### config.mk
export PLATFORM = sky130hd
export DESIGN_NAME = vds_serializer
export DESIGN_NICKNAME = d
export VERILOG_FILES = /design/src/logic/vds_shift_unused_guard.sv /design/src/logic/vds_pkg.sv /design/src/logic/vds_serializer.sv /design/src/logic/vds_shift.sv
export SDC_FILE = /design/constraint.sdc
export NUM_CORES = 1
export LEC_CHECK = 0
export BUFFER_PORTS_ARGS = -buffer_cell sky130_fd_sc_hd__buf_2
export CELL_PAD_IN_SITES_DETAIL_PLACEMENT = 0
export CELL_PAD_IN_SITES_GLOBAL_PLACEMENT = 1
export CORE_MARGIN = 2
export CORE_UTILIZATION = 40
export CTS_BUF_LIST = sky130_fd_sc_hd__clkbuf_16
export CTS_CLUSTER_SIZE = 14
export DETAILED_ROUTE_END_ITERATION = 16
export GPL_TIMING_DRIVEN = 0
export PLACE_DENSITY = 0.81
export SYNTH_ARGS = -nofsm -noshare
export SYNTH_HDL_FRONTEND = slang
export SYNTH_SLANG_ARGS = --single-unit
### constraint.sdc
create_clock -name mclk -period 2.7 [get_ports mclk]
set_input_delay 0.54 -clock mclk [delete_from_list [all_inputs] [get_ports mclk]]
set_output_delay 0.54 -clock mclk [all_outputs]
set_load 0.02 [all_outputs]
### src/logic/vds_shift_unused_guard.sv
// no logic here: the dot shift register is the vds_shift module
`default_nettype none
`default_nettype wire

### src/logic/vds_pkg.sv
// constants shared by the video dot serializer
// Contract
// - graphics pair selection uses row count bits of weight 4 and 8
// - rows 0-3 show bits 0,1; rows 4-7 bits 2,3; rows 8-11 bits 4,5
// - graphics line emits two 3-dot groups, each lit by one rectangle bit
// - bit 7 of delayed byte set marks graphics cell, clear marks alphanumeric
// - graphics register loads only graphics cells and keeps rows 8-11 visible
// - text, graphics and high-res registers load a word and shift dots out
// - any single unmet text qualifying condition blocks the text load
// - alphanumeric cells have rows 8 through 11 blanked
// - text and graphics blank beyond position 64 and below line 16
// - text and graphics do not load during processor video access
// - text register takes five dots; sixth dot is always dark
// - high-res register blanks past extended region and below line 16
// - high-res has its own load inhibit plus the common access block
// - port 0xFE write with bit 0 set turns on full-screen inversion
// - with inversion off the combined video passes unchanged
// - horizontal and vertical sync are mixed by exclusive-or
// - frame holds 262 scan lines at a 60 Hz refresh
// - characters are 5 by 7 dots, row picked by the row count
`default_nettype none
package vds_pkg;
  localparam int        DOTS_PER_CELL  = 6;
  localparam int        TEXT_DOTS      = 5;
  localparam int        GROUP_DOTS     = 3;
  localparam int        ROW_W4_BIT     = 2;
  localparam int        ROW_W8_BIT     = 3;
  localparam int        GFX_FLAG_BIT   = 7;
  localparam int        INVERT_BIT     = 0;
  localparam logic [7:0] INVERT_PORT   = 8'hFE;
  localparam logic [6:0] TEXT_COLS     = 7'h40;
  localparam logic [6:0] HIGH_RESOLUTION_COLS    = 7'h50;
  localparam logic [4:0] DISPLAY_LINES = 5'h10;
  localparam logic [8:0] FRAME_LINES   = 9'h106;
  localparam int        REFRESH_HZ     = 60;
  localparam logic      INVERT_RESET   = 1'b0;
endpackage : vds_pkg
`default_nettype wire

### src/logic/vds_serializer.sv
// video dot serializer: text, block graphics and high-res dot paths
`timescale 1ns/1ps
`default_nettype none
module vds_serializer (
  input  wire logic        mclk,
  input  wire logic        reset_n,
  input  wire logic        cell_load_strobe,
  input  wire logic [7:0]  char_byte,
  input  wire logic [3:0]  row_count,
  input  wire logic [6:0]  char_pos,
  input  wire logic [4:0]  char_line,
  input  wire logic        access_window_block,
  input  wire logic        high_resolution_load_inhibit_n,
  input  wire logic [5:0]  high_resolution_data,
  input  wire logic [4:0]  cg_row_dots,
  input  wire logic        port_write,
  input  wire logic [7:0]  port_addr,
  input  wire logic [7:0]  port_data,
  input  wire logic        horizontal_timing_pulse,
  input  wire logic        vertical_timing_pulse,
  output var  logic [10:0] cg_addr,
  output var  logic        text_dot,
  output var  logic        gfx_dot,
  output var  logic        high_resolution_dot_video,
  output var  logic        combined_video_n,
  output var  logic        composite_sync,
  output var  logic        screen_invert,
  output var  logic [8:0]  scan_line,
  output var  logic        frame_start
);
  localparam int W = vds_pkg::DOTS_PER_CELL;

  logic [7:0] dly_char_reg;
  logic [3:0] dly_row_reg;
  logic [5:0] dly_high_resolution_reg;
  logic       border_blank_n;
  logic       high_resolution_border_blank_n;
  logic       dly_high_resolution_inh_n_reg;
  logic       load_d1_reg;
  logic       h_prev_reg;
  logic       graphics_cell_flag;
  logic       lower_rows_blank_n;
  logic       row_bit_weight4;
  logic       row_bit_weight8;
  logic       text_ok;
  logic       gfx_ok;
  logic       high_resolution_ok;
  logic       gfx_first;
  logic       gfx_second;
  logic [W-1:0] text_word;
  logic [W-1:0] gfx_word;
  logic [W-1:0] high_resolution_word;
  logic       h_rise;

  // capture character, row and qualifiers in one step
  always_ff @(posedge mclk or negedge reset_n) begin
    if (!reset_n) begin
      dly_char_reg         <= 8'h00;
      dly_row_reg          <= 4'h0;
      dly_high_resolution_reg        <= 6'h00;
      border_blank_n       <= 1'b0;
      high_resolution_border_blank_n <= 1'b0;
      dly_high_resolution_inh_n_reg  <= 1'b0;
    end else if (cell_load_strobe) begin
      dly_char_reg         <= char_byte;
      dly_row_reg          <= row_count;
      dly_high_resolution_reg        <= high_resolution_data;
      border_blank_n       <= (char_pos < vds_pkg::TEXT_COLS) &&
                              (char_line < vds_pkg::DISPLAY_LINES);
      high_resolution_border_blank_n <= (char_pos < vds_pkg::HIGH_RESOLUTION_COLS) &&
                              (char_line < vds_pkg::DISPLAY_LINES);
      dly_high_resolution_inh_n_reg  <= high_resolution_load_inhibit_n;
    end
  end

  // character generator address and load timing
  always_ff @(posedge mclk or negedge reset_n) begin
    if (!reset_n) begin
      cg_addr     <= 11'h000;
      load_d1_reg <= 1'b0;
    end else begin
      if (cell_load_strobe) begin
        cg_addr <= {char_byte[6:0], row_count};
      end
      load_d1_reg <= cell_load_strobe;
    end
  end

  assign graphics_cell_flag = dly_char_reg[vds_pkg::GFX_FLAG_BIT];
  assign row_bit_weight4    = dly_row_reg[vds_pkg::ROW_W4_BIT];
  assign row_bit_weight8    = dly_row_reg[vds_pkg::ROW_W8_BIT];
  assign lower_rows_blank_n = ~row_bit_weight8;

  // load qualifiers: any one low condition blocks its register
  assign text_ok  = lower_rows_blank_n & border_blank_n & ~graphics_cell_flag &
                    ~access_window_block;
  assign gfx_ok   = border_blank_n & graphics_cell_flag &
                    ~access_window_block;
  assign high_resolution_ok = high_resolution_border_blank_n & dly_high_resolution_inh_n_reg &
                    ~access_window_block;

  // dual four-to-one rectangle pair select
  always_comb begin
    gfx_first  = 1'b0;
    gfx_second = 1'b0;
    case ({row_bit_weight8, row_bit_weight4})
      2'b00: begin
        gfx_first  = dly_char_reg[0];
        gfx_second = dly_char_reg[1];
      end
      2'b01: begin
        gfx_first  = dly_char_reg[2];
        gfx_second = dly_char_reg[3];
      end
      2'b10: begin
        gfx_first  = dly_char_reg[4];
        gfx_second = dly_char_reg[5];
      end
      default: begin
        gfx_first  = 1'b0;
        gfx_second = 1'b0;
      end
    endcase
  end

  // parallel words; blocked loads push dark dots
  assign text_word  = text_ok ? {cg_row_dots, 1'b0} : '0;
  assign gfx_word   = gfx_ok ? {{vds_pkg::GROUP_DOTS{gfx_first}},
                                {vds_pkg::GROUP_DOTS{gfx_second}}} : '0;
  assign high_resolution_word = high_resolution_ok ? dly_high_resolution_reg : '0;

  vds_shift #(.W(W)) u_text (
    .mclk      (mclk),
    .reset_n   (reset_n),
    .load      (load_d1_reg),
    .load_word (text_word),
    .dot       (text_dot)
  );

  vds_shift #(.W(W)) u_gfx (
    .mclk      (mclk),
    .reset_n   (reset_n),
    .load      (load_d1_reg),
    .load_word (gfx_word),
    .dot       (gfx_dot)
  );

  vds_shift #(.W(W)) u_high_resolution (
    .mclk      (mclk),
    .reset_n   (reset_n),
    .load      (load_d1_reg),
    .load_word (high_resolution_word),
    .dot       (high_resolution_dot_video)
  );

  // inversion control from the output port
  always_ff @(posedge mclk or negedge reset_n) begin
    if (!reset_n) begin
      screen_invert <= vds_pkg::INVERT_RESET;
    end else if (port_write && (port_addr == vds_pkg::INVERT_PORT)) begin
      screen_invert <= port_data[vds_pkg::INVERT_BIT];
    end
  end

  // combined video, active low, optionally complemented
  always_ff @(posedge mclk or negedge reset_n) begin
    if (!reset_n) begin
      combined_video_n <= 1'b1;
    end else begin
      combined_video_n <= ~(text_dot | gfx_dot | high_resolution_dot_video) ^ screen_invert;
    end
  end

  // composite sync mix
  always_ff @(posedge mclk or negedge reset_n) begin
    if (!reset_n) begin
      composite_sync <= 1'b0;
    end else begin
      composite_sync <= horizontal_timing_pulse ^ vertical_timing_pulse;
    end
  end

  assign h_rise = horizontal_timing_pulse & ~h_prev_reg;

  // scan line counter across the frame
  always_ff @(posedge mclk or negedge reset_n) begin
    if (!reset_n) begin
      h_prev_reg  <= 1'b0;
      scan_line   <= 9'h000;
      frame_start <= 1'b0;
    end else begin
      h_prev_reg  <= horizontal_timing_pulse;
      frame_start <= 1'b0;
      if (h_rise) begin
        if (scan_line == vds_pkg::FRAME_LINES - 9'h001) begin
          scan_line   <= 9'h000;
          frame_start <= 1'b1;
        end else begin
          scan_line <= scan_line + 9'h001;
        end
      end
    end
  end
endmodule : vds_serializer
`default_nettype wire

### src/logic/vds_shift.sv
// parallel-load serial dot shift register
`timescale 1ns/1ps
`default_nettype none
module vds_shift #(
  parameter int W = 6
) (
  input  wire logic         mclk,
  input  wire logic         reset_n,
  input  wire logic         load,
  input  wire logic [W-1:0] load_word,
  output var  logic         dot
);
  logic [W-1:0] shift_reg;

  // load a word or shift one dot per clock, dark fill behind
  always_ff @(posedge mclk or negedge reset_n) begin
    if (!reset_n) begin
      shift_reg <= '0;
    end else if (load) begin
      shift_reg <= load_word;
    end else begin
      shift_reg <= {shift_reg[W-2:0], 1'b0};
    end
  end

  assign dot = shift_reg[W-1];
endmodule : vds_shift
`default_nettype wire

Yosys cells after proc, flatten, opt, wreduce, memory -nomap -nowiden
Cells that the tools add are included.

Register bits after elaboration: 65. Input port bits: 59. Logic and storage cells: 57.

Add/sub/neg operators: 1. Magnitude comparators: 3. Equal/unequal tests: 4. Multiplexer cells: 11. Bitwise gates (word level): 17. Reductions and logical operators: 4.

Operators with widths (number): 6-bit two-way mux (6); 7-bit less-than comparator, second input constant (2); 9-bit by 1-bit adder with 9-bit output, second input constant (1); 9-bit == test, second input constant (1); 9-bit two-way mux (1); 1-bit bitwise AND (8); 8-bit == test, second input constant (1); 1-bit one-hot mux with 3 select lines (2); 5-bit less-than comparator, second input constant (1); 1-bit inverter (5); 1-bit logical AND (3); 2-bit by 1-bit == test with 1-bit output, second input constant (1); 2-bit == test, second input constant (1); 2-bit logical NOT (1); 1-bit two-way mux (2); 1-bit OR (2); 1-bit XOR (2).

Longest topological paths before layout
Gate-level depths: netlist of run 1.

Depth after elaboration: 6. Gate-level depth with buffers: 5. Gate-level depth less buffers: 5.

Cells and area by module
Synthesis of run 1 repeated with hierarchy kept, for this count alone.

Cell total of the unflattened synthesis: 176. Area total of the unflattened synthesis: 2348.5 um^2.

Modules (own cells, without submodules): vds_serializer (times used 1, cells an instance 140, area an instance 1706.6 um^2, sequential area each 902.1 um^2); vds_shift (times used 3, cells an instance 12, area an instance 214.0 um^2, sequential area each 150.1 um^2).

Least setup slack after synthesis of run 1
No wires, ideal clock.

Path kind: register to register. Start: register scan_line[5]. End: register scan_line[8]. Library setup time: 0.123 ns. Data arrival time: 1.347 ns. Slack: 1.229 ns. Cell stages (with the launch flop): 4. Path through: dfrtp_1 or4_4 o32ai_4 nor3_2.

Longest elaborated chain between the ends: 2. Elaborated cells on any way between the ends: 3. Those cells by class: add/sub: 1; eq/ne: 1; mux: 1.

RTL lines: start, declared (RTL line vds_serializer.sv:28) `output var logic [8:0] scan_line,`; start signal, assigned (RTL line vds_serializer.sv:199) `scan_line <= scan_line + 9'h001;`; 9-bit by 1-bit adder with 9-bit output or 9-bit == test (tied branches) (RTL line vds_serializer.sv:199, vds_serializer.sv:195); 9-bit two-way mux * (RTL line vds_serializer.sv:195) `if (scan_line == vds_pkg::FRAME_LINES - 9'h001) begin`.

Mark *: on every way between the ends. The rest lies on a longest branch, timed or not. A chain may end at the register's enable or synchronous reset.

Worst setup path after layout of run 1
Start: register scan_line[0]. End: output scan_line[0].

No word-level cell between the ends.

==> reports/results.txt, run 1 <==
Status - complete, no violations
VDD IR max - 0.000413 V
Final clock period utilization by the worst path - 56.7%
Met2 Resource Use GR - 22.3%
Die X-Extent - 78.2 microns
Last weighted congestion value of the routability-driven placer - 0.768
Max-cap violations - 0
Level count of the clock H-tree - 2
Global-route usage over all layers - 14.7%
Via count of the first global-routing pass - 1,507
Hold violation count in the final report - 0
Area leader, netlist - sky130_fd_sc_hd__dfrtp_1
Effective utilization at floorplan - 42.3%
Total Negative Setup Slacks - 0 ps
Family with the most delay on the worst path - flip-flops
Final wirelength - 4210 microns
Synthesized area divided by synthesized cell count - 13.5 sq um
Reg clk slew, reported paths - 60 ps
Initial DRC Count - 77
Number of flip-flops under the largest register name - 9
Kind of start point of the critical path - flip-flop
Hold-fix buffers at CTS - 0
Number of buffers added by the clock tree synthesis step - 5
Proportion of synthesized chip area in sequential cells - 60.4%
Maximum number of pins on one net before global-route repair - 54
Setup Viol. Count Final - 0
Total power divided by cell area - 676 mW/mm^2
Count of pins over their slew limit - 0
DR WL/cell - 13.5 microns
Cell with the most instances after synthesis - sky130_fd_sc_hd__dfrtp_1
CP Max Fanout - 7
Worst Setup Path Type - flip-flop to primary output
Final worst path period need - 1530 ps
# nets final - 301
Classification of the worst-slack hold path - primary input to flip-flop
Hold Worst Slack - 432 ps
Data required time of the critical path - 2160 ps
Root buffer selected by CTS - sky130_fd_sc_hd__clkbuf_16
Async set-reset flop share out of synthesis - 100%
Gate Count Post-Synth - 163
Lkg Pwr - 1.36 nW
Number of remaining DRC errors - 0
Post-synthesis cell area - 0.00220 sq mm
Count of distinct cell types in the synthesized netlist - 39
Buffer and inverter count on the worst path - 1
Routing usage on met1 - 20.7%
DR pass1 iterations - 2
Register bit total from synthesis - 53
Worst path arrival time - 990 ps
Setup skew after layout - 6.21 ps
Number of vias in the routed layout - 1,537
Cell types with the largest area share after synthesis - sky130_fd_sc_hd__dfrtp_1, sky130_fd_sc_hd__mux2_2, sky130_fd_sc_hd__a22o_1, sky130_fd_sc_hd__buf_4, sky130_fd_sc_hd__o2bb2ai_1
Cell Chain, Critical Path - buf_2
Synth Flop Type - sky130_fd_sc_hd__dfrtp_1
Share of cells above drive strength 1 - 46.1%
Post-synthesis net count - 224
Fraction of synthesized cell area taken by the top area cell type - 59.2%
Post-DP HPWL - 3020 microns
Met3 global-route usage - 4.37%
Chip height - 78.2 microns
Area growth, synth to finish - 26.1%
Core Area - 0.00520 sq mm
Worst-skew pair later-pin latency - 280 ps
Gr busiest metal - met2
Clock sink count - 53
I/O pin cnt - 86
Highest-delay cell along the critical path - sky130_fd_sc_hd__dfrtp_1
Aggregate global routing overflow - 0
Unrepaired setup endpoints after global routing - no
TritonCTS clock tree - done
Die ar. - 0.00611 sq mm
Yosys warns - 0
Number of gates resized after CTS - 0
Total of fill cells in the finished design - 478
Crit end category - primary output
Placement Rows - 26
Peak Freq - 654 MHz
Most common library cells after synthesis - sky130_fd_sc_hd__dfrtp_1, sky130_fd_sc_hd__mux2_2, sky130_fd_sc_hd__a22o_1, sky130_fd_sc_hd__nand2_1, sky130_fd_sc_hd__buf_4
Number of enable flip-flop cells after synthesis - 0
First-pass GRT wire length - 7040 microns
Number of buffers on the longest clock path - 2
Per-cell via count in the routed design - 4.94
Quantity of I/O buffers inserted on ports - 70
Max stage delay on crit path - 480 ps
ANT cells - 0
Worst slew pin tran - 1160 ps
Final ANT Viol Nets - 0
Post CTS Setup Buffer Count - 0
Antenna violations before repair - 0
Max-slew headroom - 22.6%
## placed cells by master, fill, tap and decap left out, drive strengths merged
master / Yosys / final
inv: 4 / 6
and2: 2 / 2
mux2i: 2 / 2
o2bb2ai: 5 / 5
nor3: 6 / 6
nand4: 2 / 2
xnor2: 2 / 2
clkinv: 0 / 1
o32ai: 1 / 1
nor2b: 1 / 1
clkbuf: 1 / 6
nand3b: 3 / 3
and4b: 1 / 1
o31ai: 1 / 1
a21oi: 3 / 3
or4: 1 / 1
dfrtp: 52 / 52
ha: 2 / 2
nor2: 4 / 4
nand3: 1 / 1
or3: 1 / 1
o21a: 1 / 1
nand4b: 3 / 3
dfstp: 1 / 1
a31oi: 1 / 1
o21ai: 5 / 5
mux2: 21 / 21
buf: 9 / 79
nor4: 1 / 1
nand2b: 1 / 1
xor2: 4 / 4
a22o: 9 / 9
o21bai: 1 / 1
o22a: 1 / 1
and4: 2 / 2
nand2: 8 / 8
## worst reg2reg max path, stage by stage (launching register included)
cell	delay, ps
sky130_fd_sc_hd__dfrtp_1	440
sky130_fd_sc_hd__or4_4	610
sky130_fd_sc_hd__o21ai_0	190
sky130_fd_sc_hd__o21ai_1	90
## final cells by class
class | count | area, sq um | share of cell area, %
buffer | 10 | 66.3 | 2.39
clock buffer | 5 | 125 | 4.51
clock inverter | 3 | 11.3 | 0.406
inverter | 4 | 15.0 | 0.541
multi-input combinational | 96 | 791 | 28.5
sequential | 53 | 1330 | 47.9
tap | 70 | 87.6 | 3.16
timing repair buffer | 70 | 350 | 12.6
## metal layers
| layer | share of wire [%] | wire [microns] |
|---|---|---|
| met2 | 44 | 1860 |
| met4 | 0.90 | 38 |
| met3 | 7.8 | 328 |
| met1 | 47 | 1980 |
| met5 | 0 | 0 |
## per-stage QoR
| stage | area [sq um] | setup WS (ps) | power [W] | instances | utilization [%] |
|---|---|---|---|---|---|
| floorplan | 2200 | 1230 | 0.00116 | 163 | - |
| global placement | 2640 | 1120 | 0.00130 | 303 | 50.7 |
| detailed placement | 2640 | 1110 | 0.00131 | 303 | 50.7 |
| CTS | 2770 | 1140 | 0.00190 | 311 | 53.3 |
| global route | 2770 | 1110 | 0.00198 | 311 | 53.3 |
| finish | 2770 | 1170 | 0.00187 | 311 | 53.3 |
## power by group
| part | leakage [nW] | switching (W) | internal [W] |
|---|---|---|---|
| Sequential | 0.675 | 0.0000779 | 0.000867 |
| Clock | 0.0738 | 0.000254 | 0.000334 |
| Combinational | 0.614 | 0.000188 | 0.000154 |
| Total | 1.36 | 0.000520 | 0.00135 |
## cells by family (layout without fill, tap and decap cells)
logic type / Yosys count / count (layout) / synth area share, %
fa+ha+maj: 2 / 2 / 1.14
buf+inv: 14 / 92 / 3.70
simple gates: 37 / 37 / 10.4
xor+xnor: 6 / 6 / 2.39
mux: 23 / 23 / 11.7
flops: 53 / 53 / 60.4
compound gates: 28 / 28 / 10.4
## worst paths after layout
check | to | slack, ps | startpoint | cells after the start
max in group asynchronous | dly_char_reg[2]$_DFFE_PN0P_ | 1500 | reset_n | 1
worst max register to register | scan_line[0]$_DFFE_PN0P_ | 1240 | scan_line[5]$_DFFE_PN0P_ | 3
worst min register to register | u_gfx.shift_reg[4]$_DFF_PN0_ | 450 | u_gfx.shift_reg[3]$_DFF_PN0_ | 1
worst min-delay path | load_d1_reg$_DFF_PN0_ | 430 | cell_load_strobe | 1
min in group asynchronous | u_text.shift_reg[3]$_DFF_PN0_ | 480 | reset_n | 1
worst max-delay path | scan_line[0] | 1170 | scan_line[0]$_DFFE_PN0P_ | 1
Note: power is estimated with default switching activity, not from simulation.
==> run 2: changes to the inputs <==
Settings changed: CORE_UTILIZATION 40 to 37, PLACE_DENSITY 0.81 to 0.75.
Clock period 2.7 ns to 1.6 ns, I/O delays scaled along.
==> reports/results.txt, run 2 (synthesized netlist as in run 1, its figures left out) <==
Status - complete, no violations
Initial DRC Count - 75 (-2.6%)
Final wirelength - 4180 microns (-0.57%)
Max-slew headroom - 23.4% (+0.82 points)
Root buffer selected by CTS - sky130_fd_sc_hd__clkbuf_16
Share of power burned in the clock network - 32.7% (+1.3 points)
Most used cells in the layout excluding fill and tap cells - sky130_fd_sc_hd__buf_2, sky130_fd_sc_hd__dfrtp_1, sky130_fd_sc_hd__mux2_2, sky130_fd_sc_hd__a22o_1, sky130_fd_sc_hd__nand2_1
Classification of the worst-slack hold path - primary input to flip-flop
Final instance count without filler cells - 316 (+1.6%)
Switching component of the power - 0.000919 W (+77%)
Area of all placed cells without fillers - 0.00279 sq mm (+0.63%)
Final worst path period need - 1440 ps
Total of fill cells in the finished design - 564 (+18%)
Power after layout - 0.00322 W (+72%)
Crit end category - flip-flop
Kind of start point of the critical path - flip-flop
Share of cells above drive strength 1 - 47.3% (+1.2 points)
Level count of the clock H-tree - 2 (unchanged)
Hold violation count in the final report - 0 (unchanged)
Area growth, synth to finish - 26.9%
Number of buffers added by the clock tree synthesis step - 5 (unchanged)
Clock sink count - 53 (unchanged)
Per-cell via count in the routed design - 4.88 (-1.2%)
Cell Chain, Critical Path - or4_4, o32ai_4, nor3_2
Lkg Pwr - 1.36 nW (about the same)
Power Internal - 0.00230 W (+70%)
Placed Instance Area - 0.00264 sq mm (+0.24%)
Unrepaired setup endpoints after global routing - no
Last weighted congestion value of the routability-driven placer - 0.766 (-0.23%)
Post CTS Setup Buffer Count - 0 (unchanged)
Number of gates resized after CTS - 0 (unchanged)
Aggregate global routing overflow - 0 (unchanged)
Commonest non-fill, non-tap cell in the layout - sky130_fd_sc_hd__buf_2
Data required time of the critical path - 1780 ps (-380 ps)
Setup Viol. Count Final - 0 (unchanged)
Total power divided by cell area - 1150 mW/mm^2 (+71%)
Post-DP HPWL - 3050 microns (+1.1%)
I/O pin cnt - 86 (unchanged)
Final ANT Viol Nets - 0 (unchanged)
Worst Setup Path Type - flip-flop to flip-flop
Antenna violations before repair - 0 (unchanged)
TritonCTS clock tree - done
Max stage delay on crit path - 610 ps (+130 ps)
Global-route usage over all layers - 14.1% (-0.55 points)
Portion of total power attributed to combinational logic - 17.9% (-0.3 points)
VDD IR max - 0.000558 V (+35%)
Switching share of total power - 28.5% (+0.78 points)
CP Max Fanout - 6 (-1)
Max-cap violations - 0 (unchanged)
Via count of the first global-routing pass - 1,506 (-0.066%)
Hold-fix buffers at CTS - 0 (unchanged)
Die ar. - 0.00658 sq mm (+7.7%)
Number of vias in the routed layout - 1,543 (+0.39%)
Final clock period utilization by the worst path - 90.1%
DR pass1 iterations - 4 (+2)
Chip height - 81.1 microns (+3.8%)
Final cell utilization of the core - 48.0% (-5.3 points)
Quantity of I/O buffers inserted on ports - 70 (unchanged)
First-pass GRT wire length - 7080 microns (+0.58%)
Reg clk slew, reported paths - 70 ps (about the same)
Core Area - 0.00582 sq mm (+12%)
Worst-skew pair later-pin latency - 290 ps (about the same)
Placed Cells - 308 (+1.7%)
Worst path arrival time - 1620 ps (+630 ps)
Maximum number of pins on one net before global-route repair - 54 (unchanged)
DR WL/cell - 13.2 microns (-2.1%)
Highest-delay cell along the critical path - sky130_fd_sc_hd__or4_4
Number of buffers on the longest clock path - 2 (unchanged)
# nets final - 301 (unchanged)
Family with the most delay on the worst path - simple AND/OR/NAND/NOR gates
Total Negative Setup Slacks - 0 ps (unchanged)
ANT cells - 0 (unchanged)
Relative contribution of sequential cells to total power - 49.4% (-1.0 points)
Worst slew pin tran - 1150 ps (-12.2 ps)
Setup skew after layout - 9.24 ps (+3.02 ps)
Effective utilization at floorplan - 37.8% (-4.4 points)
Placement Rows - 28 (+7.7%)
Buffer and inverter count on the worst path - 0 (-1)
Number of remaining DRC errors - 0 (unchanged)
Number of flip-flops under the largest register name - 9 (unchanged)
Die X-Extent - 81.1 microns (+3.8%)
Count of pins over their slew limit - 0 (unchanged)
Peak Freq - 694 MHz
==> run 2: worst reg2reg max path, stage by stage, from the launching register on <==
cell                      delay [ps]
sky130_fd_sc_hd__dfrtp_1         450
sky130_fd_sc_hd__or4_4           610
sky130_fd_sc_hd__o32ai_4         220
sky130_fd_sc_hd__nor3_2           50
==> run 2: power by group through the flow <==
stage	sequential [W]	clock, W	combinational, W
6_report	0.00159	0.00105	0.000577
5_1_grt	0.00162	0.00117	0.000644
4_1_cts	0.00160	0.00109	0.000588
3_5_place_dp	0.00162	0	0.000590
3_3_place_gp	0.00162	0	0.000577
2_1_floorplan	0.00167	0	0.000289
==> run 2: layout make-up <==
type / instances / area [sq um] / area share (%)
Clock inverter: 3 / 22.5 / 0.807
Sequential cell: 53 / 1330 / 47.6
Tap cell: 75 / 93.8 / 3.36
Inverter: 4 / 15.0 / 0.538
Clock buffer: 5 / 125 / 4.48
Timing Repair Buffer: 70 / 350 / 12.6
Buffer: 10 / 66.3 / 2.38
Multi-Input combinational cell: 96 / 791 / 28.3
==> run 2: stage by stage <==
| step | hold slack, ps | setup WS [ps] |
|---|---|---|
| after floorplan | 24.4 | 129 |
| after global placement | 440 | 157 |
| after detailed placement | 443 | 171 |
| after CTS | 204 | 153 |
| after global routing | 203 | 38.0 |
| final | 202 | 158 |
==> run 2: final timing paths <==
check	from	to	slack, ps	cells after the start
max in group asynchronous	reset_n	dly_high_resolution_reg[1]$_DFFE_PN0P_	630	1
worst max register to register	scan_line[5]$_DFFE_PN0P_	scan_line[8]$_DFFE_PN0P_	160	3
worst min register to register	u_gfx.shift_reg[4]$_DFF_PN0_	u_gfx.shift_reg[5]$_DFF_PN0_	450	1
worst max-delay path	scan_line[5]$_DFFE_PN0P_	scan_line[8]$_DFFE_PN0P_	160	3
min in group asynchronous	reset_n	u_text.shift_reg[2]$_DFF_PN0_	250	1
worst min-delay path	cell_load_strobe	load_d1_reg$_DFF_PN0_	200	1
==> run 2: layer usage <==
| metal | wire, microns | track usage, % |
|---|---|---|
| met2 | 1900 | 22.3 |
| met4 | 36 | 3.05 |
| met1 | 1900 | 18.6 |
| met5 | 0 | 0 |
| met3 | 350 | 5.22 |
==> run 3: changes to the inputs <==
Settings changed: RECOVER_POWER set to 100.
==> reports/results.txt, run 3 (synthesized netlist as in run 1, its figures left out) <==
Global-route usage over all layers - 14.1% (unchanged)
Worst Setup Path Type - flip-flop to flip-flop
Final ANT Viol Nets - 0 (unchanged)
Total power divided by cell area - 1160 mW/mm^2 (+0.75%)
Hold-fix buffers at CTS - 0 (unchanged)
Core Area - 0.00582 sq mm (unchanged)
Placement Rows - 28 (unchanged)
Cell Chain, Critical Path - or4_4, o32ai_4, nor3_2
Number of flip-flops under the largest register name - 9 (unchanged)
Via count of the first global-routing pass - 1,506 (unchanged)
VDD IR max - 0.000556 V (-0.27%)
Root buffer selected by CTS - sky130_fd_sc_hd__clkbuf_16
Quantity of I/O buffers inserted on ports - 70 (unchanged)
TritonCTS clock tree - done
Setup Viol. Count Final - 0 (unchanged)
Classification of the worst-slack hold path - primary input to flip-flop
I/O pin cnt - 86 (unchanged)
Worst path arrival time - 1620 ps (about the same)
Commonest non-fill, non-tap cell in the layout - sky130_fd_sc_hd__dfrtp_1
Effective utilization at floorplan - 37.8% (unchanged)
Total Negative Setup Slacks - 0 ps (unchanged)
Share of cells above drive strength 1 - 34.4% (-13 points)
Total of fill cells in the finished design - 584 (+3.5%)
Antenna violations before repair - 0 (unchanged)
Worst-skew pair later-pin latency - 290 ps (about the same)
Unrepaired setup endpoints after global routing - no
Number of vias in the routed layout - 1,550 (+0.45%)
# nets final - 301 (unchanged)
Most used cells in the layout excluding fill and tap cells - sky130_fd_sc_hd__dfrtp_1, sky130_fd_sc_hd__buf_2, sky130_fd_sc_hd__clkbuf_1, sky130_fd_sc_hd__mux2_2, sky130_fd_sc_hd__a22o_1
Last weighted congestion value of the routability-driven placer - 0.766 (unchanged)
Number of buffers on the longest clock path - 2 (unchanged)
Post CTS Setup Buffer Count - 0 (unchanged)
Lkg Pwr - 1.26 nW (-7.6%)
Reg clk slew, reported paths - 70 ps (about the same)
Highest-delay cell along the critical path - sky130_fd_sc_hd__or4_4
Hold Worst Slack - 212 ps (+10.7 ps)
Die X-Extent - 81.1 microns (unchanged)
Post-DP HPWL - 3050 microns (unchanged)
Per-cell via count in the routed design - 4.91 (+0.45%)
Number of cells on the worst reg-to-reg path - 3 (unchanged)
Final wirelength - 4180 microns (about the same)
Number of remaining DRC errors - 0 (unchanged)
Final worst path period need - 1440 ps (+2.65 ps)
Data required time of the critical path - 1780 ps (about the same)
Aggregate global routing overflow - 0 (unchanged)
DR WL/cell - 13.2 microns (about the same)
CP Max Fanout - 6 (unchanged)
Level count of the clock H-tree - 2 (unchanged)
Chip height - 81.1 microns (unchanged)
Initial DRC Count - 70 (-6.7%)
Max-slew headroom - 14.2% (-9.2 points)
Number of buffers added by the clock tree synthesis step - 5 (unchanged)
Hold violation count in the final report - 0 (unchanged)
Final clock period utilization by the worst path - 90.3% (+0.17 points)
Clock sink count - 53 (unchanged)
First-pass GRT wire length - 7080 microns (unchanged)
Hold Path Depth - 2 (+1)
Count of pins over their slew limit - 0 (unchanged)
Area of all placed cells without fillers - 0.00275 sq mm (-1.4%)
Max stage delay on crit path - 610 ps (about the same)
Status - complete, no violations
Maximum number of pins on one net before global-route repair - 54 (unchanged)
Crit end category - flip-flop
Worst slew pin tran - 1290 ps (+138 ps)
Setup skew after layout - 9.55 ps (+0.312 ps)
ANT cells - 0 (unchanged)
Number of gates resized after CTS - 0 (unchanged)
Placed Instance Area - 0.00264 sq mm (unchanged)
Kind of start point of the critical path - flip-flop
Area growth, synth to finish - 25.1%
Max-cap violations - 0 (unchanged)
DR pass1 iterations - 4 (unchanged)
Peak Freq - 692 MHz (-0.18%)
Die ar. - 0.00658 sq mm (unchanged)
run 3: cell types whose count changed in the layout (fill, tap and decap cells not counted), sizes merged:
cell    delta
clkbuf    +32
buf       -32
run 3: final cells by class:
cell class                      count  area, sq um  share of cell area (%)
Buffer                             10         63.8                    2.32
Clock buffer                        5          125                    4.55
Clock inverter                      3         22.5                   0.818
Inverter                            4         15.0                   0.545
Multi-Input combinational cell     96          791                    28.7
Sequential cell                    53         1330                    48.2
Tap cell                           75         93.8                    3.41
Timing Repair Buffer               70          314                    11.4
run 3: path summary, 6_finish.rpt:
check,from,end,slack (ps)
max in group asynchronous,reset_n,dly_high_resolution_reg[1]$_DFFE_PN0P_,510
min in group asynchronous,reset_n,u_text.shift_reg[2]$_DFF_PN0_,300
worst min-delay path,vertical_timing_pulse,composite_sync$_DFF_PN0_,210
worst max register to register,scan_line[5]$_DFFE_PN0P_,scan_line[8]$_DFFE_PN0P_,160
worst max-delay path,scan_line[5]$_DFFE_PN0P_,scan_line[8]$_DFFE_PN0P_,160
worst min register to register,u_gfx.shift_reg[4]$_DFF_PN0_,u_gfx.shift_reg[5]$_DFF_PN0_,450
run 3: report_power, final:
part	internal, W	switching (W)	total (W)
Clock	0.000582	0.000475	0.00106
Sequential	0.00146	0.000132	0.00159
Combinational	0.000234	0.000318	0.000551
run 3: critical path: cells and delay by family, from the launching register on:
kind / cells / cell delay, ps
AND/OR/NAND/NOR: 2 / 660
flip-flops: 1 / 450
AO/OA/AOI/OAI: 1 / 220
run 3: metrics by stage:
stage | total power, W | std cells | setup slack, ps | utilization (%)
final | 0.00320 | 316 | 155 | 47.3
after global routing | 0.00341 | 316 | 40.8 | 47.3
after detailed placement | 0.00221 | 308 | 171 | 45.5
after global placement | 0.00219 | 308 | 157 | 45.5
after CTS | 0.00328 | 316 | 153 | 48.0
after floorplan | 0.00196 | 163 | 129 | -
run 3: per-layer routing:
| layer | routed length [microns] | vias up | part of all wire, % | global-route usage, % |
|---|---|---|---|---|
| li1 | - | 737 | - | - |
| met4 | 36 | 0 | 0.86 | 3.05 |
| met5 | 0 | - | 0 | 0 |
| met1 | 1900 | 748 | 45 | 18.6 |
| met2 | 1890 | 58 | 45 | 22.3 |
| met3 | 359 | 7 | 8.6 | 5.22 |
